### src/inc/fade_pkg.sv
`default_nettype none
package fade_pkg;
   localparam logic [7:0] FADE_RATES_ADDR = 8'h08;
   localparam logic [7:0] FADE_RATES_RESET = 8'h00;
   localparam int FALL_MSB = 7;
   localparam int FALL_LSB = 4;
   localparam int RISE_MSB = 3;
   localparam int RISE_LSB = 0;
   localparam int LEVEL_W = 7;
   localparam logic [6:0] LEVEL_FULL = 7'h7f;
   localparam int CLK_HZ = 20000000;
   localparam int FAST_FADE_MS = 100;
   // one tick is the time per level step of a 0.1 s full-scale ramp, rounded down
   localparam int TICK_CYCLES = FAST_FADE_MS * (CLK_HZ / 1000) / 127;
   localparam int TENTHS_W = 6;

   typedef enum logic [1:0] {HOLD, FALL, RISE} fade_state_t;

   // full-scale ramp time in tenths of a second, i.e. ticks per level step
   function automatic logic [5:0] ramp_tenths(input logic [3:0] code);
      logic [5:0] c;
      c = {2'h0, code};
      if (code == 4'h0) begin
         ramp_tenths = 6'h01;
      end else if (code <= 4'ha) begin
         ramp_tenths = 6'(c * 6'h03);
      end else begin
         ramp_tenths = 6'(6'h23 + (c - 6'h0b) * 6'h05);
      end
   endfunction
endpackage
`default_nettype wire

### src/logic/tick_divider.sv
`timescale 1ns/10ps
`default_nettype none
module tick_divider #(
   parameter int DIV = 16
) (
   input wire logic clk,   // system clock
   input wire logic arst_n, // async reset, active low
   input wire logic run,   // counts while high, clears when low
   output logic tick       // one-cycle pulse every DIV cycles
);
   logic [31:0] count;
   wire logic at_end = (count == 32'(DIV - 1));

   always_ff @(posedge clk or negedge arst_n) begin
      if (!arst_n) begin
         count <= 32'h0;
      end else if (!run || at_end) begin
         count <= 32'h0;
      end else begin
         count <= count + 32'h1;
      end
   end

   assign tick = run && at_end;
endmodule
`default_nettype wire

### src/logic/backlight_fade_rate_control.sv
`timescale 1ns/10ps
`default_nettype none
module backlight_fade_rate_control #(
   parameter int TICK_CYCLES = fade_pkg::TICK_CYCLES
) (
   input wire logic CLK_SYS,            // system clock, 20 MHz
   input wire logic ARST_N,             // async reset, active low
   input wire logic CFG_WE,             // configuration write strobe
   input wire logic CFG_RE,             // configuration read strobe
   input wire logic [7:0] CFG_ADDR,     // register address
   input wire logic [7:0] CFG_WDATA,    // write data
   output logic [7:0] CFG_RDATA,        // read data, registered
   input wire logic BL_ON,              // backlight switched on
   input wire logic DIM_EXPIRED,        // dim delay has run out
   input wire logic [6:0] BL_MAX_LEVEL, // maximum current code
   input wire logic [6:0] BL_DIM_LEVEL, // dim current code
   output logic [6:0] BL_LEVEL,         // present current code
   output logic BL_FADING               // ramp in progress
);
   ////////////////////////////////////////////////////////////////////////////////
   logic [7:0] fade_rates;
   logic [5:0] tick_cnt;
   logic [6:0] level;
   fade_pkg::fade_state_t state;

   wire logic rates_hit = (CFG_ADDR == fade_pkg::FADE_RATES_ADDR);
   wire logic rates_write = CFG_WE && rates_hit;
   wire logic [3:0] fall_ramp_select = fade_rates[fade_pkg::FALL_MSB:fade_pkg::FALL_LSB];
   wire logic [3:0] rise_ramp_select = fade_rates[fade_pkg::RISE_MSB:fade_pkg::RISE_LSB];
   wire logic [5:0] fall_period = fade_pkg::ramp_tenths(fall_ramp_select);
   wire logic [5:0] rise_period = fade_pkg::ramp_tenths(rise_ramp_select);

   always_ff @(posedge CLK_SYS or negedge ARST_N) begin
      if (!ARST_N) begin
         fade_rates <= fade_pkg::FADE_RATES_RESET;
      end else if (rates_write) begin
         fade_rates <= CFG_WDATA;
      end
   end

   // unmapped addresses read as zero
   wire logic [7:0] next_rdata = rates_hit ? fade_rates : 8'h00;
   always_ff @(posedge CLK_SYS or negedge ARST_N) begin
      if (!ARST_N) begin
         CFG_RDATA <= 8'h00;
      end else if (CFG_RE) begin
         CFG_RDATA <= next_rdata;
      end
   end

   ////////////////////////////////////////////////////////////////////////////////
   // target: off when switched off, dim once the dim delay expires, else maximum
   wire logic [6:0] target = !BL_ON ? 7'h00 : (DIM_EXPIRED ? BL_DIM_LEVEL : BL_MAX_LEVEL);
   wire logic go_down = (level > target);
   wire logic go_up = (level < target);
   wire fade_pkg::fade_state_t next_state =
      fade_pkg::fade_state_t'(go_down ? fade_pkg::FALL : (go_up ? fade_pkg::RISE : fade_pkg::HOLD));
   wire logic [5:0] period = (state == fade_pkg::FALL) ? fall_period : rise_period;
   // a direction change restarts the step timer so a stale count never leaks into the new ramp
   wire logic moving = (state != fade_pkg::HOLD) && (state == next_state);
   wire logic tick;
   wire logic period_done = tick && (tick_cnt == 6'(period - 6'h01));
   // one level code per period: a shorter swing needs fewer steps, hence less time
   wire logic step = moving && period_done;

   tick_divider #(
      .DIV(TICK_CYCLES)
   ) u_tick (
      .clk(CLK_SYS),
      .arst_n(ARST_N),
      .run(moving),
      .tick(tick)
   );

   always_ff @(posedge CLK_SYS or negedge ARST_N) begin
      if (!ARST_N) begin
         state <= fade_pkg::HOLD;
      end else begin
         state <= next_state;
      end
   end

   always_ff @(posedge CLK_SYS or negedge ARST_N) begin
      if (!ARST_N) begin
         tick_cnt <= 6'h00;
      end else if (!moving || period_done) begin
         tick_cnt <= 6'h00;
      end else if (tick) begin
         tick_cnt <= tick_cnt + 6'h01;
      end
   end

   // code zero gives a one-tick period: full scale in 0.1 s rather than a jump
   always_ff @(posedge CLK_SYS or negedge ARST_N) begin
      if (!ARST_N) begin
         level <= 7'h00;
      end else if (step && state == fade_pkg::FALL) begin
         level <= level - 7'h01;
      end else if (step && state == fade_pkg::RISE) begin
         level <= level + 7'h01;
      end
   end

   assign BL_LEVEL = level;
   assign BL_FADING = (state != fade_pkg::HOLD);

   ////////////////////////////////////////////////////////////////////////////////
   // checking aid: cycles since the ramp or its last step began; a rate write while
   // moving spoils only the interval it lands in, which the pace check then skips
   logic [31:0] step_gap;
   logic gap_spoilt;

   always_ff @(posedge CLK_SYS or negedge ARST_N) begin
      if (!ARST_N) begin
         step_gap <= 32'h0;
      end else if (!moving || step) begin
         step_gap <= 32'h0;
      end else begin
         step_gap <= step_gap + 32'h1;
      end
   end

   always_ff @(posedge CLK_SYS or negedge ARST_N) begin
      if (!ARST_N) begin
         gap_spoilt <= 1'b0;
      end else if (!moving || step) begin
         gap_spoilt <= 1'b0;
      end else if (rates_write) begin
         gap_spoilt <= 1'b1;
      end
   end

   ////////////////////////////////////////////////////////////////////////////////
   level_step_a: assert property (@(posedge CLK_SYS) disable iff (!ARST_N)
      (level != $past(level)) |-> ((level == $past(level) + 7'h01) || (level == $past(level) - 7'h01)))
      else $error("level moved by more than one code");
   fall_dir_a: assert property (@(posedge CLK_SYS) disable iff (!ARST_N)
      (level < $past(level)) |-> ($past(target) < $past(level)))
      else $error("level fell below its target");
   rise_dir_a: assert property (@(posedge CLK_SYS) disable iff (!ARST_N)
      (level > $past(level)) |-> ($past(BL_ON) && $past(target) > $past(level)))
      else $error("level rose without switch on or above target");
   fall_code_a: assert property (@(posedge CLK_SYS) disable iff (!ARST_N)
      (step && state == fade_pkg::FALL) |-> (tick_cnt == 6'(fade_pkg::ramp_tenths(fade_rates[7:4]) - 6'h01)))
      else $error("fall step not paced by upper nibble");
   fast_fall_a: assert property (@(posedge CLK_SYS) disable iff (!ARST_N)
      (fade_rates[7:4] == 4'h0 && moving && state == fade_pkg::FALL && tick) |=> (level == $past(level) - 7'h01))
      else $error("fast fall did not step on each tick");
   fast_rise_a: assert property (@(posedge CLK_SYS) disable iff (!ARST_N)
      (fade_rates[3:0] == 4'h0 && moving && state == fade_pkg::RISE && tick) |=> (level == $past(level) + 7'h01))
      else $error("fast rise did not step on each tick");
   rise_table_a: assert property (@(posedge CLK_SYS) disable iff (!ARST_N)
      (rise_ramp_select == 4'h3) |-> (rise_period == 6'h09))
      else $error("rise code 3 is not 0.9 s");
   fall_table_a: assert property (@(posedge CLK_SYS) disable iff (!ARST_N)
      (fall_ramp_select == 4'hf) |-> (fall_period == 6'h37))
      else $error("fall code 15 is not 5.5 s");
   mid_scale_a: assert property (@(posedge CLK_SYS) disable iff (!ARST_N)
      (rise_ramp_select == fall_ramp_select) |-> (rise_period == fall_period))
      else $error("rise and fall scales differ");
   dim_target_a: assert property (@(posedge CLK_SYS) disable iff (!ARST_N)
      (BL_ON && DIM_EXPIRED && level > BL_DIM_LEVEL) |=> (state == fade_pkg::FALL || level <= BL_DIM_LEVEL))
      else $error("dim expiry did not start a fall");
   rate_write_a: assert property (@(posedge CLK_SYS) disable iff (!ARST_N)
      rates_write |=> (fade_rates == $past(CFG_WDATA)))
      else $error("fade rate write lost");

   // a ramp starts on the cycle after its target moves and ends the cycle after it is met
   start_ramp_a: assert property (@(posedge CLK_SYS) disable iff (!ARST_N)
      (level != target) |=> (state != fade_pkg::HOLD))
      else $error("level away from target but no ramp started");
   ramp_settle_a: assert property (@(posedge CLK_SYS) disable iff (!ARST_N)
      (level == target) |=> (state == fade_pkg::HOLD))
      else $error("ramp still running after target reached");
   off_fall_a: assert property (@(posedge CLK_SYS) disable iff (!ARST_N)
      (!BL_ON && level != 7'h00) |=> (state == fade_pkg::FALL))
      else $error("switch off did not start a fall");
   max_rise_a: assert property (@(posedge CLK_SYS) disable iff (!ARST_N)
      (BL_ON && !DIM_EXPIRED && level < BL_MAX_LEVEL) |=> (state == fade_pkg::RISE))
      else $error("switch on did not start a rise to maximum");
   dim_rise_a: assert property (@(posedge CLK_SYS) disable iff (!ARST_N)
      (BL_ON && DIM_EXPIRED && level < BL_DIM_LEVEL) |=> (state == fade_pkg::RISE))
      else $error("level below dim target did not rise");
   hold_still_a: assert property (@(posedge CLK_SYS) disable iff (!ARST_N)
      (state == fade_pkg::HOLD) |=> (level == $past(level)))
      else $error("level moved while no ramp was running");

   // pace of the steps against the selected code
   rise_code_a: assert property (@(posedge CLK_SYS) disable iff (!ARST_N)
      (step && state == fade_pkg::RISE) |-> (tick_cnt == 6'(fade_pkg::ramp_tenths(fade_rates[3:0]) - 6'h01)))
      else $error("rise step not paced by lower nibble");
   step_pace_a: assert property (@(posedge CLK_SYS) disable iff (!ARST_N)
      (step && !gap_spoilt) |-> (step_gap == 32'(TICK_CYCLES) * {26'h0, period} - 32'h1))
      else $error("level step off the selected pace");
   tick_count_a: assert property (@(posedge CLK_SYS) disable iff (!ARST_N)
      (moving && !gap_spoilt) |-> (tick_cnt < period))
      else $error("tick count ran past its period");
   tick_gate_a: assert property (@(posedge CLK_SYS) disable iff (!ARST_N)
      tick |-> moving)
      else $error("tick seen while no ramp was moving");
   step_restart_a: assert property (@(posedge CLK_SYS) disable iff (!ARST_N)
      (state != next_state) |=> (tick_cnt == 6'h00))
      else $error("direction change kept a stale tick count");

   // register port
   rate_keep_a: assert property (@(posedge CLK_SYS) disable iff (!ARST_N)
      !rates_write |=> (fade_rates == $past(fade_rates)))
      else $error("fade rates changed without a write");
   read_back_a: assert property (@(posedge CLK_SYS) disable iff (!ARST_N)
      (CFG_RE && rates_hit) |=> (CFG_RDATA == $past(fade_rates)))
      else $error("read did not return the fade rates");
   read_hold_a: assert property (@(posedge CLK_SYS) disable iff (!ARST_N)
      !CFG_RE |=> (CFG_RDATA == $past(CFG_RDATA)))
      else $error("read data changed without a read");
   read_zero_a: assert property (@(posedge CLK_SYS) disable iff (!ARST_N)
      (CFG_RE && !rates_hit) |=> (CFG_RDATA == 8'h00))
      else $error("unmapped read did not return zero");

   // main scenarios a run should reach
   cover_fall_c: cover property (@(posedge CLK_SYS) disable iff (!ARST_N) step && state == fade_pkg::FALL);
   cover_rise_c: cover property (@(posedge CLK_SYS) disable iff (!ARST_N) step && state == fade_pkg::RISE);
   cover_dim_c: cover property (@(posedge CLK_SYS) disable iff (!ARST_N) BL_ON && DIM_EXPIRED && level == BL_DIM_LEVEL);
   cover_off_c: cover property (@(posedge CLK_SYS) disable iff (!ARST_N) !BL_ON && step && state == fade_pkg::FALL);
   cover_fast_c: cover property (@(posedge CLK_SYS) disable iff (!ARST_N) fade_rates[7:4] == 4'h0 && step);
endmodule
`default_nettype wire

### config.mk
export PLATFORM = sky130hd
export DESIGN_NAME = backlight_fade_rate_control
export DESIGN_NICKNAME = d
export VERILOG_FILES = /design/src/inc/fade_pkg.sv /design/src/logic/tick_divider.sv /design/src/logic/backlight_fade_rate_control.sv
export SDC_FILE = /design/constraint.sdc
export NUM_CORES = 1
export LEC_CHECK = 0
export ABC_AREA = 1
export BUFFER_PORTS_ARGS = -buffer_cell sky130_fd_sc_hd__buf_2
export CAP_MARGIN = 25
export CORE_UTILIZATION = 45
export CTS_BUF_LIST = sky130_fd_sc_hd__clkbuf_8
export DETAILED_ROUTE_END_ITERATION = 8
export PLACE_DENSITY_LB_ADDON = 0.3
export SLEW_MARGIN = 30
export SYNTH_ARGS = -nofsm -noshare
export SYNTH_HDL_FRONTEND = slang
export SYNTH_HIERARCHICAL = 1
export SYNTH_SLANG_ARGS = --single-unit
export TNS_END_PERCENT = 1
### constraint.sdc
create_clock -name CLK_SYS -period 5.1 [get_ports CLK_SYS]
set_input_delay 0.765 -clock CLK_SYS [delete_from_list [all_inputs] [get_ports CLK_SYS]]
set_output_delay 0.765 -clock CLK_SYS [all_outputs]
set_load 0.1 [all_outputs]
**Word level (Yosys, flattened, before mapping)**

Cells that the tools add are included.

- Bits in registers: 63
- Input port bits: 36
- Logic and storage cells: 59
- Bits in writable memories: 0
- Memories: 0
- Output and inout bits: 16
- ROM bits: 0
- Latch bits: 0

- $lt $le $gt $ge: 4
- Mux-type cells: 15
- Reductions and logical operators: 15
- Eq/ne operators: 6
- Add/subtract/negate cells: 9
- Multiply operators: 4
- Bitwise logic cells: 0
- Shifts and indexed selects: 0
- Div/mod/pow operators: 0

Operator list:

| kind | number |
|---|---|
| $mux 6 | 7 |
| $add 32x1->32 const B | 1 |
| $eq 32x14->1 const B | 1 |
| $mux 32 | 1 |
| $mux 7 | 4 |
| $add 6x6->6 const A | 2 |
| $mul 4x2->6 const B | 2 |
| $mul 6x3->6 const B | 2 |
| $sub 4x4->5 const B | 2 |
| $eq 8x4->1 const B | 1 |
| $le 4x4->1 const B | 2 |
| $logic_not 4->1 | 2 |
| $mux 8 | 1 |
| $add 7x1->7 const B | 1 |
| $gt 7x7->1 | 1 |
| $logic_and 1x1->1 | 7 |
| $lt 7x7->1 | 1 |
| $sub 7x1->7 const B | 1 |
| $add 6x1->6 const B | 1 |
| $eq 6x6->1 | 1 |
| $reduce_bool 2->1 | 3 |
| $sub 6x1->6 const B | 1 |
| $mux 2 | 2 |
| $eq 2x1->1 const B | 1 |
| 4 further kinds | 5 |

**Depth between registers and ports, before layout**

- Depth after elaboration: 13
- Gate-level depth with buffers: 36
- Gate-level depth less buffers: 36

**Cells and area by module**

Netlist, hierarchy kept.

By module, submodules not included:

| module | instances | seq. area each (um^2) | cells each | area an instance (um^2) |
|---|---|---|---|---|
| backlight_fade_rate_control | 1 | 775.7 | 451 | 3,311.9 |
| tick_divider | 1 | 800.8 | 321 | 2,122.0 |

**Worst setup path after synthesis**

No wires, ideal clock.

- Path kind: input -> register
- Start point: input port DIM_EXPIRED
- End point: register level[6], in the netlist BL_LEVEL[6]
- Slack: -0.361 ns
- Library setup time: 0.120 ns
- Arrival time: 5.341 ns
- Cell stages on the path: 34
- Path buffers: 2
- Required time: 4.980 ns
- Cells stage by stage: clkbuf_1 nor2_1 nor2_1 o21ai_0 ha_1 nand2_1 inv_1 nand3_1 a21o_1 nand4_1 o31ai_1 o22ai_1 clkbuf_1 inv_1 nor2_1 inv_1 nor2_1 o21ai_0 nor2_1 nand3_2 nor2_4 nand3_4 nor2_1 inv_1 fa_1 o21ai_0 nand2_1 nand2_1 a21oi_1 xor2_1 inv_1 nand4_1 nand2_1 nand2_1

- Cells in the longest elaborated chain, start to end: 12
- Elaborated cells on any way between the ends: 15
- Classes of those cells: order compare (2); eq/ne (1); mux (5); reduce/logical (7)

RTL lines:

| element | line | source |
|---|---|---|
| start, declared | backlight_fade_rate_control.sv:14 | `input wire logic DIM_EXPIRED,` |
| $mux 7 (*) (2 in series) | backlight_fade_rate_control.sv:53 | `wire logic [6:0] target = !BL_ON ? 7'h00 : (DIM_EXPIRED ? BL_DIM_LEVEL : BL_MAX_LEVEL);` |
| $lt 7x7->1 | backlight_fade_rate_control.sv:55 | `wire logic go_up = (level < target);` |
| $mux 2 | backlight_fade_rate_control.sv:57 | `fade_pkg::fade_state_t'(go_down ? fade_pkg::FALL : (go_up ? fade_pkg::RISE : fade_pkg::HOLD));` |
| $mux 2 (*) | backlight_fade_rate_control.sv:57 |  |
| $eq 2x2->1 (*) | backlight_fade_rate_control.sv:60 | `wire logic moving = (state != fade_pkg::HOLD) && (state == next_state);` |
| $logic_and 1x1->1 (*) | backlight_fade_rate_control.sv:60 |  |
| net moving | backlight_fade_rate_control.sv:60 |  |
| $logic_and 1x1->1 (*) | tick_divider.sv:24 | `assign tick = run && at_end;` |
| net tick | backlight_fade_rate_control.sv:61 | `wire logic tick;` |
| $logic_and 1x1->1 (*) | backlight_fade_rate_control.sv:62 | `wire logic period_done = tick && (tick_cnt == 6'(period - 6'h01));` |
| $logic_and 1x1->1 (*) | backlight_fade_rate_control.sv:64 | `wire logic step = moving && period_done;` |
| $logic_and 1x1->1 (on tied branches) | backlight_fade_rate_control.sv:97, backlight_fade_rate_control.sv:99 |  |
| $mux 7 / $reduce_bool 2->1 (equally long branches) | - |  |
| end signal, assigned | backlight_fade_rate_control.sv:98 | `level <= level - 7'h01;` |
| end signal, assigned | backlight_fade_rate_control.sv:100 | `level <= level + 7'h01;` |
| end, declared | backlight_fade_rate_control.sv:23 | `logic [6:0] level;` |

The timed path passes the listed nets; every way through them passes the cells marked *.
A chain may end at the register's enable or synchronous reset.

**Final worst setup path**

- Start point: register fade_rates[5]
- End point: register level[6], in the netlist BL_LEVEL[6]

- Cells in the longest elaborated chain, start to end: 12
- Elaborated cells on any way between the ends: 17
- Classes of those cells: add/sub (3); mul (2); order compare (1); eq/ne (1); mux (4); reduce/logical (6)

RTL lines:

| element | line | source |
|---|---|---|
| start, declared | backlight_fade_rate_control.sv:21 | `logic [7:0] fade_rates;` |
| start signal, assigned | backlight_fade_rate_control.sv:35 | `fade_rates <= fade_pkg::FADE_RATES_RESET;` |
| $sub 4x4->5 | fade_pkg.sv:28 | `ramp_tenths = 6'(6'h23 + (c - 6'h0b) * 6'h05);` |
| $mul 6x3->6 | fade_pkg.sv:28 |  |
| $add 6x6->6 | fade_pkg.sv:28 |  |
| $mux 6 | fade_pkg.sv:25 | `end else if (code <= 4'ha) begin` |
| $mux 6 (*) | fade_pkg.sv:23 | `if (code == 4'h0) begin` |
| $mux 6 (*) | backlight_fade_rate_control.sv:58 | `wire logic [5:0] period = (state == fade_pkg::FALL) ? fall_period : rise_period;` |
| $sub 6x1->6 (*) | backlight_fade_rate_control.sv:62 |  |
| $eq 6x6->1 (*) | backlight_fade_rate_control.sv:62 |  |
| $logic_and 1x1->1 (*) | backlight_fade_rate_control.sv:62 |  |
| $logic_and 1x1->1 (*) | backlight_fade_rate_control.sv:64 |  |
| $logic_and 1x1->1 (on tied branches) | backlight_fade_rate_control.sv:97, backlight_fade_rate_control.sv:99 |  |
| $mux 7 / $reduce_bool 2->1 (equally long branches) | - |  |

Every way passes the cells marked *; elsewhere a longest branch is shown, timed or not.

==> results list <==
* Status: finished with violations
- Violated checks: design-rule violations
* Number of warnings issued by yosys: 6
- The cell count after synthesis came out at about 770.
* Count of hold buffers inserted by post-cts repair: 0
* Post-route antenna net violation count: 0
- TritonCTS built the clock tree.
* Global-route wire length before repair: 20.69 mm
- Syn nets: between 800 and 900
- Across all hold checks on the routed design, the worst slack comes to between 500 and 600 ps.
* Most frequent CP cell: nand2_1
- In this run the biggest area consumer among cell types represents a little under 30% of the synthesized area.
- The worst pin sits at a relative slew slack of 46.54%.
- In the final routed layout, each cell accounts on average for roughly 12 um.
- The startpoint identified for the worst hold timing path is u_tick/count[0]$_DFF_PN0_.
- The largest single stage delay on the critical path is about 550 ps.
- 0 antenna diodes ended up in the layout.
* I/O Pins: 52
* Skew-Pair Late Insertion Delay: roughly 350 ps
- Max H-tree Level: 3
- In the routed design, unresolved DRC markers number 6.
* Top cells by area, synth: dfrtp_1 (29%), nand2_1 (14%), ha_1 (10%)
* Floorplan die width: 111.9 um
- Instance count along the most critical hold path: 1
* Number of library cell types mapped by synthesis: 37
- For this run, the post-layout net count is roughly 900.
* Number of iterations in the first detailed-routing pass: 6
* Critical path required time: 5350 ps
- The final count of hold timing violations is 0.
* Largest clock skew in the final design: 8.181 ps
* Area of the mapped netlist: 5434 sq um
* Static leakage: 3.067 nW
* Part of the cycle the worst path needs: 90.68%
* Max cap viols: 0
- The floorplan step defined a die boundary enclosing roughly 13000 sq um.
* Number of violations reported at the end of detailed-routing iteration 0: 270
- CP max FO: 9
- Number of antenna violations at the first check in global routing: 0
* Sequential Area: 1578 sq um
- Aggregate negative setup slack: 0 ps
- Row generation in the floorplan step produced 39 rows.
- Synth Register Bits: 63
- The final layout contains routed wiring with a total length of between 10 and 15 mm.
* Clock-pin slew on the worst setup and hold paths: 70 ps
* TritonCTS Buffers: 9
- dfrtp_1 takes more of the synthesized area than any other cell.
* Crit Path Category: flop to flop
- Initial cell density of the core: 46.79%
* GR Overflow Total: 0
* Slew at the pin with the worst max-slew slack: 801.9 ps
- Hpwl dp: ~9 mm
* Most used flip-flop cell after synthesis: dfrtp_1
* Critical path endpoint category: flop
- Reg2reg path depth: 31
- STA classifies the critical path startpoint as a flop.
- Routability-driven placement finished with a final weighted congestion of 0.9029.
- Pin count of the biggest net entering global routing: 64
- The clock passes through at most 2 buffers.
- Averaged over all synthesized cells, the footprint is around 7.0 sq um.
- Clock root buffer master: clkbuf_8
* Placeable Area: around 12000 sq um
- Setup repair after global routing missed its margin: false
- Chip Height: about 110 um
- Using the TritonRoute via totals, the vias-per-cell ratio works out to 4.873.
* Num Clock Sinks: between 60 and 70
- The layout has 1157 filler cells.
- For this design the ratio of total power to cell area is between 200 and 250 nW/um^2.
* Worst Path Arrival: 4870 ps
- Number of port buffers: just over 50
* Critical register-to-register path startpoint: fade_rates[5]$_DFFE_PN0P_
* GRT Util Overall: around 20%
- Counting flops with an async set or reset pin after synthesis yields a share of between 90% and 100%.
- In this run, synthesis inferred 0 flip-flops with an integrated enable.
- Worst min path class: flop to flop
- The most critical setup path has its startpoint at fade_rates[5]$_DFFE_PN0P_.
- Summing over every cut layer, the via total after detailed routing is between 4000 and 5000.
* Post-layout minimum cycle time: around 4600 ps
- Summing the sequential cell areas from Yosys gives between 20 and 30% of the chip area.
* Area growth from synthesis to layout: 12.62%
- Setup violations remaining at the end of the flow were counted as 0.
* Share of cells above drive strength 1: a little under a fifth
- The via count of the first global-routing pass came to between 4000 and 5000.
* Count of buffers added by post-CTS timing repair for setup: 0
- Largest vdd supply drop: between 0.1 and 0.15 mV
- Derived from the worst setup path, the maximum achievable clock frequency is approximately 220 MHz.
* Number of max-slew violations in the final report: 0
* Multi-input gate area: between 3000 and 4000 sq um
- The slowest stage of the critical path belongs to the cell dfrtp_1.
[path summary, 6_finish.rpt]
check	end	slack [ps]
setup / recovery	BL_LEVEL[6]$_DFFE_PN0P_	480
hold / removal	u_tick/count[0]$_DFF_PN0_	510
setup reg to reg	BL_LEVEL[6]$_DFFE_PN0P_	480
hold reg to reg	u_tick/count[0]$_DFF_PN0_	510
max in group asynchronous	fade_rates[1]$_DFFE_PN0P_	3950
min in group asynchronous	CFG_RDATA[1]$_DFFE_PN0P_	580
[metrics by stage]
stage | power [mW] | util (%) | std cells | setup WS, ps | instance area [sq um]
floorplan | 0.7369 | - | 772 | 10.98 | 5443
global placement | 0.7918 | 50.47 | 964 | 295.7 | 5862
detailed placement | 0.7966 | 50.47 | 964 | 171.2 | 5862
CTS | 1.304 | 52.47 | 980 | 337.5 | 6093
global route | 1.371 | 52.69 | 980 | 14.85 | 6120
finish | 1.286 | 52.69 | 980 | 475.1 | 6120
[layout by cell type (no fill, tap or decap), drive strengths merged]
| master | n |
|---|---|
| buf | 57 |
| o21ai | 28 |
| fa | 4 |
| o21bai | 3 |
| nor2 | 129 |
| nand2 | 232 |
| clkinvlp | 2 |
| bufinv | 2 |
| xnor2 | 16 |
| nand3b | 3 |
| xor2 | 16 |
| ha | 45 |
| nand4 | 13 |
| clkbuf | 11 |
| clkinv | 3 |
| nand3 | 69 |
| nor3 | 2 |
| a21oi | 17 |
| a21boi | 1 |
| a211oi | 1 |
| inv | 107 |
| o31ai | 1 |
| o22ai | 1 |
| a21o | 1 |
| dfrtp | 63 |
| mux2 | 8 |
| nor4 | 2 |
[registers in the layout, indices dropped and copies added (netlist names)]
name and count:
BL_LEVEL 7, CFG_RDATA 8, fade_rates 8, state 2, tick_cnt 6, u_tick/count 32
[logic make-up (layout without fill, tap and decap cells)]
group / after synthesis / after routing / synth area share [%]
xor gates and xnor gates: 32 / 32 / 5.158
buffers and inverters: 117 / 182 / 8.588
muxes: 8 / 8 / 1.658
DFF: 63 / 63 / 29.01
AOI/OAI and AO/OA: 53 / 53 / 5.849
and+or+nand+nor: 450 / 450 / 37.90
adders and majority gates: 49 / 49 / 11.84
[layer usage]
| metal | share of wire [%] | vias to the layer above | track usage, % |
|---|---|---|---|
| met5 | 0 | - | 0 |
| met4 | 1.5 | 0 | 6.396 |
| met3 | 4.1 | 16 | 3.811 |
| met2 | 44 | 87 | 31.84 |
| met1 | 50 | 2125 | 28.08 |
| li1 | - | 2548 | - |
[worst max-delay path: cells and delay by family, from the launching register on]
family	cells	cell delay, ps
compound gates	2	270
flops	1	550
simple gates	18	1500
fa+ha+maj	5	1650
xor+xnor	2	310
buf+inv	4	240
[power breakdown]
| part | switching, mW | total [mW] | internal [mW] |
|---|---|---|---|
| Combinational | 0.159 | 0.252 | 0.0927 |
| Clock | 0.199 | 0.500 | 0.301 |
| Sequential | 0.0209 | 0.534 | 0.513 |
| Total | 0.379 | 1.29 | 0.907 |
[Yosys cell counts, types with 5 or more instances]
master and n:
nand4_1 13, nor2_4 12, dfrtp_1 63, o21ai_2 5, mux2_2 8, xor2_1 16
nand3_2 5, inv_2 5, nor2_1 110, ha_1 45, xnor2_1 16, nand2_1 208
nand3_1 62, inv_1 102, a21oi_1 16, nand2_2 21, o21ai_0 22, nor2_2 7
[layout make-up]
class / instances / area share [%]
well taps: 143 / 2.924
inverters: 109 / 6.706
clock inverters: 5 / 1.309
clock buffers: 11 / 2.474
multi-input cells: 592 / 55.90
repair buffers: 57 / 4.907
flip-flops and latches: 63 / 25.78
[repair_timing]
action	4_1_cts	5_1_grt
gates resized for setup	0	6
hold endpoints to repair	0	0
setup endpoints to repair	0	2
No activity file was read; power rests on OpenSTA's default activity.
